[src/rcp_map.svh]
// register layout, reset value and field positions of the clock configuration word
`ifndef RCP_MAP_SVH
`define RCP_MAP_SVH
`define RCP_CFG_WIDTH      16
`define RCP_CFG_RESET      16'h0020
`define RCP_BIT_OUT_DIV2   15
`define RCP_BIT_FB_DIV2    14
`define RCP_FB_N_HI        13
`define RCP_FB_N_LO        9
`define RCP_BIT_CMOS       7
`define RCP_BIT_XTAL       6
`define RCP_BIT_PLL_PD     5
`define RCP_BIT_LO_RANGE   4
`define RCP_BIT_REF_DIV2   3
`define RCP_BIT_VCO_SEL    2
`define RCP_BIT_PLL_RST_N  1
`define RCP_BIT_LOCK       0
`define RCP_N_ZERO_VALUE   6'h20
`define RCP_MULT_X4_MIN    9'h001
`define RCP_MULT_X4_MAX    9'h100
`endif

[src/rcp_pkg.sv]
// types for the reference clock and pll control block
package rcp_pkg;
  typedef enum logic [1:0] {
    RCP_IN_DIFF = 2'b00,
    RCP_IN_XTAL = 2'b01,
    RCP_IN_CMOS = 2'b10
  } rcp_input_e;

  typedef struct packed {
    rcp_input_e mode;
    logic       single_pin;
    logic       pll_pwr_dn;
    logic       pll_rst_n;
    logic       lo_range;
    logic       ref_div2;
    logic       vco_sel;
    logic       fb_div2;
    logic [4:0] fb_n;
    logic       out_div2;
    logic       sel_pll;
    logic [8:0] mult_x4;
  } rcp_ctrl_s;
endpackage

[src/rcp_ctrl.sv]
// reference clock input selection, pll setup and lock fallback control
`timescale 1ns/100ps
`include "rcp_map.svh"

// Function
// - bits 7:5 pick differential, crystal or cmos input, pll on or off; default differential off.
// - bit 7 set selects cmos mode, reference taken from one pin only.
// - bit 1 low holds pll digital logic in reset.
// - bit 5 clear powers the pll up, set powers it down.
// - bit 4 selects the low-range loop filter for slow references while bit 5 is clear.
// - bit 3 divides the reference by two ahead of the phase detector.
// - bit 2 picks one of two vcos; pll operation otherwise unchanged.
// - bit 15 enables divide-by-two at pll output, halving the factor.
// - feedback divider is divide-by-n from bits 13:9 then divide-by-1/2 from bit 14.
// - bits 15:9 and bit 3 together set the multiplication factor.
// - factor is n, doubled by bit 14, halved by bit 15 and bit 3; n zero means 32.
// - programmable factor spans one quarter to sixty-four times the reference.
// - bit 0 is read-only and shows the pll lock indication.
// - while pll selected but unlocked, sample clock runs from the reference.
// - when lock rises, sample clock switches to pll output after the two-stage lock synchroniser.
// - when lock falls, sample clock returns to reference while pll reacquires.
module rcp_ctrl
  import rcp_pkg::*;
(
  input  wire logic                      mclk,
  input  wire logic                      sys_rst,
  input  wire logic                      ce,
  input  wire logic                      cfg_wr_en,
  input  wire logic [`RCP_CFG_WIDTH-1:0] cfg_wr_data,
  input  wire logic                      pll_lock_raw,
  output      logic [`RCP_CFG_WIDTH-1:0] cfg_rd_data_q,
  output      rcp_ctrl_s                 ctrl_q
);

  logic [`RCP_CFG_WIDTH-1:0] cfg_q;
  logic                      lock_meta_q;
  logic                      lock_sync_q;
  rcp_ctrl_s                 ctrl_d;

  // factor in quarter steps, so 0.25x..64x fits 1..256
  function automatic logic [8:0] rcp_mult_x4(input logic [`RCP_CFG_WIDTH-1:0] cfg);
    logic [8:0] m;
    m = (cfg[`RCP_FB_N_HI:`RCP_FB_N_LO] == 5'h00) ? {1'b0, `RCP_N_ZERO_VALUE, 2'b00}
                                                  : {2'b00, cfg[`RCP_FB_N_HI:`RCP_FB_N_LO], 2'b00};
    if (cfg[`RCP_BIT_FB_DIV2]) begin
      m = {m[7:0], 1'b0};
    end
    if (cfg[`RCP_BIT_OUT_DIV2]) begin
      m = {1'b0, m[8:1]};
    end
    if (cfg[`RCP_BIT_REF_DIV2]) begin
      m = {1'b0, m[8:1]};
    end
    return m;
  endfunction

  // configuration word; bit 0 is never stored, it is the lock view
  always_ff @(posedge mclk) begin
    if (sys_rst) begin
      cfg_q <= `RCP_CFG_RESET;
    end else if (ce && cfg_wr_en) begin
      cfg_q <= {cfg_wr_data[`RCP_CFG_WIDTH-1:1], 1'b0};
    end
  end

  // two-stage lock synchroniser, raw lock comes from the analog loop
  always_ff @(posedge mclk) begin
    if (sys_rst) begin
      lock_meta_q <= 1'b0;
      lock_sync_q <= 1'b0;
    end else if (ce) begin
      lock_meta_q <= pll_lock_raw;
      lock_sync_q <= lock_meta_q;
    end
  end

  always_comb begin
    ctrl_d            = '0;
    ctrl_d.mode       = cfg_q[`RCP_BIT_CMOS] ? RCP_IN_CMOS : (cfg_q[`RCP_BIT_XTAL] ? RCP_IN_XTAL : RCP_IN_DIFF);
    ctrl_d.single_pin = cfg_q[`RCP_BIT_CMOS];
    ctrl_d.pll_pwr_dn = cfg_q[`RCP_BIT_PLL_PD];
    ctrl_d.pll_rst_n  = cfg_q[`RCP_BIT_PLL_RST_N];
    ctrl_d.lo_range   = cfg_q[`RCP_BIT_LO_RANGE] & ~cfg_q[`RCP_BIT_PLL_PD];
    ctrl_d.ref_div2   = cfg_q[`RCP_BIT_REF_DIV2];
    ctrl_d.vco_sel    = cfg_q[`RCP_BIT_VCO_SEL];
    ctrl_d.fb_div2    = cfg_q[`RCP_BIT_FB_DIV2];
    ctrl_d.fb_n       = cfg_q[`RCP_FB_N_HI:`RCP_FB_N_LO];
    ctrl_d.out_div2   = cfg_q[`RCP_BIT_OUT_DIV2];
    // select is a level only; the glitch-free mux itself lives in the clock tree
    ctrl_d.sel_pll    = ~cfg_q[`RCP_BIT_PLL_PD] & lock_sync_q;
    ctrl_d.mult_x4    = rcp_mult_x4(cfg_q);
  end

  always_ff @(posedge mclk) begin
    if (sys_rst) begin
      ctrl_q <= '0;
    end else if (ce) begin
      ctrl_q <= ctrl_d;
    end
  end

  always_ff @(posedge mclk) begin
    if (sys_rst) begin
      cfg_rd_data_q <= `RCP_CFG_RESET;
    end else if (ce) begin
      cfg_rd_data_q <= {cfg_q[`RCP_CFG_WIDTH-1:1], lock_sync_q};
    end
  end
endmodule

[config.mk]
export PLATFORM = sky130hd
export DESIGN_NAME = rcp_ctrl
export DESIGN_NICKNAME = d
export VERILOG_FILES = /design/src/rcp_pkg.sv /design/src/rcp_ctrl.sv
export VERILOG_INCLUDE_DIRS = /design/src /design/src/src
export SDC_FILE = /design/constraint.sdc
export NUM_CORES = 1
export LEC_CHECK = 0
export ABC_AREA = 1
export BUFFER_PORTS_ARGS = -buffer_cell sky130_fd_sc_hd__buf_4
export CAP_MARGIN = 20
export CORE_MARGIN = 1.5
export CORE_UTILIZATION = 47
export CTS_BUF_LIST = sky130_fd_sc_hd__clkbuf_2 sky130_fd_sc_hd__clkbuf_4 sky130_fd_sc_hd__clkbuf_8
export DETAILED_ROUTE_END_ITERATION = 16
export GPL_TIMING_DRIVEN = 1
export HOLD_SLACK_MARGIN = 0.1
export PLACE_DENSITY = 0.8
export SLEW_MARGIN = 20
export SYNTH_ARGS = -nofsm -noshare
export SYNTH_HDL_FRONTEND = slang
export SYNTH_SLANG_ARGS = --single-unit
[constraint.sdc]
create_clock -name mclk -period 1.1 [get_ports mclk]
set_clock_uncertainty 0.2 [all_clocks]
set_input_delay 0.22 -clock mclk [delete_from_list [all_inputs] [get_ports mclk]]
set_output_delay 0.22 -clock mclk [all_outputs]
set_load 0.02 [all_outputs]
; ---- After elaboration in Yosys (flattened, before gate mapping)
; Cells that the tools add are included.
; Widths: inputs -> output; s select.
[op_classes]
n_addsub = 0
n_mul = 0
div_mod_pow = 0
magnitude_cmp = 0
eq_ne = 0
n_shift = 0
n_mux = 6
bitwise = 3
n_reduce_logical = 2
[ops]
columns = cell, n
row1 = $mux 9, 3
row2 = $mux 8, 1
row3 = $logic_not 5->1, 1
row4 = $and 1x1->1, 2
row5 = $mux 2, 1
row6 = $logic_and 1x1->1, 1
row7 = $mux 1, 1
row8 = $not 1->1, 1
[word_totals]
reg_bits = 58
latch_bits = 0
ramBits = 0
mem_bits_ro = 0
input_bits = 21
out_inout_bits = 41
elab_cells = 27
mem_count = 0

; ---- Depth between registers and ports, before layout
[logic_depth]
depth_word = 5
mapped_depth = 8

; ---- Worst setup path before layout
; Ideal clock, no wire load.
[synth_path]
path_type = reg2reg
start = register cfg_q[14]
end = register ctrl_q[4] in the netlist's numbering
t_arrival_ns = 0.923
slack_ns = -0.132
stages_incl_launch_ff = 9
n_path_buf = 1
period_less_slack_ns = 1.232
path_cell_list = dfxtp_1 buf_6 nand2_1 o21ai_2 nand2_1 nand3_1 nand3_1 nand2_1 inv_1
[synth_via]
elab_chain_len = 3
[synth_lines]
columns = element, line
row1 = "start, declared", rcp_ctrl.sv:35  ; logic [`RCP_CFG_WIDTH-1:0] cfg_q;
row2 = "start signal, assigned", rcp_ctrl.sv:60  ; cfg_q <= `RCP_CFG_RESET;
row3 = "start signal, assigned", rcp_ctrl.sv:62  ; cfg_q <= {cfg_wr_data[`RCP_CFG_WIDTH-1:1], 1'b0};
row4 = $mux 9, rcp_ctrl.sv:45  ; if (cfg[`RCP_BIT_FB_DIV2]) begin
row5 = $mux 9, rcp_ctrl.sv:48  ; if (cfg[`RCP_BIT_OUT_DIV2]) begin
row6 = $mux 9, rcp_ctrl.sv:51  ; if (cfg[`RCP_BIT_REF_DIV2]) begin
row7 = "end signal, assigned", rcp_ctrl.sv:98  ; ctrl_q <= ctrl_d;
row8 = "end, declared", rcp_ctrl.sv:32  ; output rcp_ctrl_s ctrl_q
; Every way passes these cells.
; A chain may end at the register's enable or synchronous reset.

; ---- Final worst setup path
[layout_path]
start = register cfg_q[10]
end = register ctrl_q[7] in the netlist's numbering
[layout_via]
elab_chain_len = 5
[layout_lines]
columns = element, line
row1 = $logic_not 5->1, rcp_ctrl.sv:43  ; m = (cfg[`RCP_FB_N_HI:`RCP_FB_N_LO] == 5'h00) ? {1'b0, `RCP_N_ZERO_VALUE, 2'b00}
row2 = $mux 8, rcp_ctrl.sv:43
row3 = $mux 9, rcp_ctrl.sv:45
row4 = $mux 9, rcp_ctrl.sv:48
row5 = $mux 9, rcp_ctrl.sv:51
; Every way passes these cells.

==> summary.txt <==
Run status
  • Status: complete, but fails checks
  • Failing checks: negative setup slack

Synthesis
  • Fraction of registers with async set or reset after synthesis: 0%
  • Register area share after synthesis: 48.1%
  • Compound-gate portion of the synthesized area: 17.3%
  • Dominant cell type by area after synthesis: dfxtp_1
  • Cell Area, Synth: 0.00192 mm^2
  • Top cells by area, synth: dfxtp_1 48%, nand2_1 9.4%, o21ai_0 7.3%
  • Combinational family with the most area after synthesis: simple AND/OR/NAND/NOR gates
  • Post-Synth Adder-Cell Area: 0%
  • Mapped Avg Cell Area: 7.63 um^2
  • Number of flops mapped to enable cells by yosys: 0
  • Most frequent cells after synthesis: 48 x nand2_1, 46 x dfxtp_1, 28 x o21ai_0
  • Most used standard cell by instance count after synthesis: nand2_1
  • XOR/XNOR Fraction of Synth Area: 0%
  • Syn. warnings: 0
  • Simple-gate share of the synthesized area: 22.9%
  • Yosys top cell area share: 48.1%
  • Cells after Synth: 251
  • Post-synth top flop: dfxtp_1
  • Synthesized flop and latch total: 46
  • Mapped Nets: 272
  • Netlist cell types: 22
  • Multiplexer share of the synthesized area: 0%

Global route
  • Largest net degree at the start of global routing: 26
  • Total track usage: 23.4%
  • Number of global-route vias before repair: 1,789
  • GR Overflow Total: 0
  • Global-route wire length before repair: 7740 um
  • Initial antenna violation count: 0

STA
  • Worst-margin pin slew: 256 ps
  • Max-slew headroom: 82.9%
  • Fin Setup TNS: -5200 ps
  • Final period utilization: 116%
  • Highest clock rate: 784 MHz
  • Fin crit period: 1280 ps
  • Worst setup margin: -176 ps
  • # setup viols final: 50
  • RSZ-0062 raised after global routing: yes
  • Endpoints failing hold: 0
  • Slew Viols, Final: 0

Drt
  • Post-DRT Antenna Nets: 0
  • Initial drt markers: 109
  • Mean number of vias per cell: 5.03
  • Vias: 1,961
  • Routed length per instance: 12.8 um
  • Drt drc: 0
  • 1st-pass router iterations: 4
  • WL final: 4980 um

Floorplanning
  • Die height: 66.8 um
  • Core Region: 0.00397 mm^2
  • I/O pins: 62
  • Initial core utilization: 48.2%
  • Die Wd: 66.8 um
  • Die ar.: 0.00447 mm^2
  • Row Count: 23

Clocking
  • H-tree depth: 2
  • Clk slew on worst S/H paths: 90 ps
  • Number of CTS-inserted buffers: 5
  • Clock sink total: 46
  • Clk root buf: clkbuf_8
  • CTS tree: done
  • Clk_lat worst skew: 300 ps
  • Max clock buf depth: 2

Placement
  • Final GP Congestion: 0.809
  • Post-place instance area: 0.00250 mm^2
  • # port buffers: 60
  • DPL Wire Length: 3260 um
  • Placed instance count: 361

Cells and area
  • Post-route cell area: 0.00306 mm^2
  • Layout area overhead: 59.6%
  • Fill cells: 284
  • Layout Nets: 360
  • Antenna Cells: 0
  • Layout cells sized above 1: 45.9%
  • Post-route non-filler standard cell count: 390

Worst setup path
  • Setup CP Type: register to register
  • Crit path to: ctrl_q[7]$_SDFFE_PP0P_
  • R2R Path Start: cfg_q[10]$_SDFFE_PP0P_
  • Worst EP required: 1140 ps
  • Reg2Reg Depth: 5
  • Crit path from: cfg_q[10]$_SDFFE_PP0P_
  • CP Capture Type: register
  • Worst R2R Setup Slack: -180 ps
  • Crit path DAT: 1320 ps
  • Startpoint class of the critical path: register
  • Reg2reg end: ctrl_q[7]$_SDFFE_PP0P_
  • Critical-path maximum fanout: 3

Power
  • Switching pwr: 0.00111 W
  • LEAKAGE: 1.37 nW
  • Logic pwr share: 20.3%
  • Cell internal pwr: 0.00311 W
  • VDD IR max: 874 uV
  • Switching part of the total: 26.3%
  • Power density cells: 1380 mW/mm^2
  • Reg power frac: 44.2%
  • Clk pwr share: 35.5%

Run
  • Max_cap viols: 0

Min path
  • Hold crit path type: primary input to register
cell families (layout without fill, tap and decap cells):
group,count (synthesis),count (layout)
AND/OR/NAND/NOR,99,99
buffers and inverters,43,132
flip-flops,46,46
AO/OA/AOI/OAI,63,63
power by group through the flow:
stage	registers [W]	logic, W	clock network [W]
after floorplan	0.00194	0.000373	0
after global placement	0.00188	0.000695	0
after detailed placement	0.00189	0.000711	0
after CTS	0.00186	0.000821	0.00152
after global routing	0.00188	0.000926	0.00159
final	0.00186	0.000858	0.00150
placed cells by master, fill, tap and decap left out:
master	n
nand2_1	45
nand3_1	19
inv_2	5
nor3_4	1
o211ai_1	1
clkbuf_8	5
o21ai_2	6
o21ai_0	16
a21oi_1	26
a22oi_1	1
inv_1	14
nand3_2	1
clkinv_4	1
buf_6	41
buf_12	1
nand4_4	1
nand4_1	1
dlygate4sd3_1	14
dfxtp_1	12
dfxtp_4	4
bufinv_16	2
nor2_4	4
dfxtp_2	30
a21oi_2	2
nor2_1	24
nand2_2	3
o21ai_1	11
buf_4	49
worst max-delay path: stages, from the launching register on:
cell and delay [ps]:
dfxtp_4 360, nor2_4 140, nand4_1 150, nand3_1 130, nand3_1 100, a21oi_2 130
flip-flops by register name, indices dropped and copies added, names as in the netlist:
| register | cells |
|---|---|
| cfg_q | 15 |
| lock_meta_q | 1 |
| lock_sync_q | 1 |
| cfg_rd_data_q | 11 |
| ctrl_q | 18 |
through the flow:
stage | util, % | power [W] | hold WS (ps) | worst slack [ps]
3_3_place_gp | 62.9 | 0.00258 | 245 | -202
3_5_place_dp | 62.9 | 0.00260 | 249 | -244
4_1_cts | 75.0 | 0.00421 | -7.32 | -158
5_1_grt | 77.0 | 0.00440 | -5.65 | -247
6_report | 77.0 | 0.00422 | 18.2 | -176
2_1_floorplan | - | 0.00231 | 89.1 | -77.3
layer usage:
metal / track usage [%] / part of all wire [%]
met4: 9.44 / 1.4
met1: 25.1 / 40
met5: 0 / 0
met2: 43.1 / 54
met3: 6.25 / 5.0
timing repair:
item                                    in CTS  in global routing
hold endpoints to repair                    28                 14
endpoints found under the setup margin      52                 64
pin swaps                                    0                  7
gates resized for setup                     68                 27
buffers inserted                             2                  5
hold buffers                                14                  1
worst min path at each step:
stage                     depth (start not counted)  slack (ps)            from                            end
after floorplan                                   1          90         sys_rst  cfg_rd_data_q[6]$_SDFFE_PP0P_
after global placement                            3         250  cfg_wr_data[5]          cfg_q[5]$_SDFFE_PP1P_
after detailed placement                          3         250  cfg_wr_data[5]          cfg_q[5]$_SDFFE_PP1P_
after CTS                                         3          -7  cfg_wr_data[3]          cfg_q[3]$_SDFFE_PP0P_
after global routing                              3          -6  cfg_wr_data[3]          cfg_q[3]$_SDFFE_PP0P_
final                                             3          20  cfg_wr_data[3]          cfg_q[3]$_SDFFE_PP0P_
final cells by class:
| cell class | instances | area, um^2 | area share [%] |
|---|---|---|---|
| repair buffers | 105 | 990 | 32.4 |
| well taps | 50 | 62.6 | 2.05 |
| multi-input cells | 162 | 822 | 26.9 |
| clock inverters | 3 | 68.8 | 2.25 |
| flip-flops and latches | 46 | 973 | 31.8 |
| clock buffers | 5 | 68.8 | 2.25 |
| inverters | 19 | 71.3 | 2.33 |
Power figures use the tool's default switching activity.
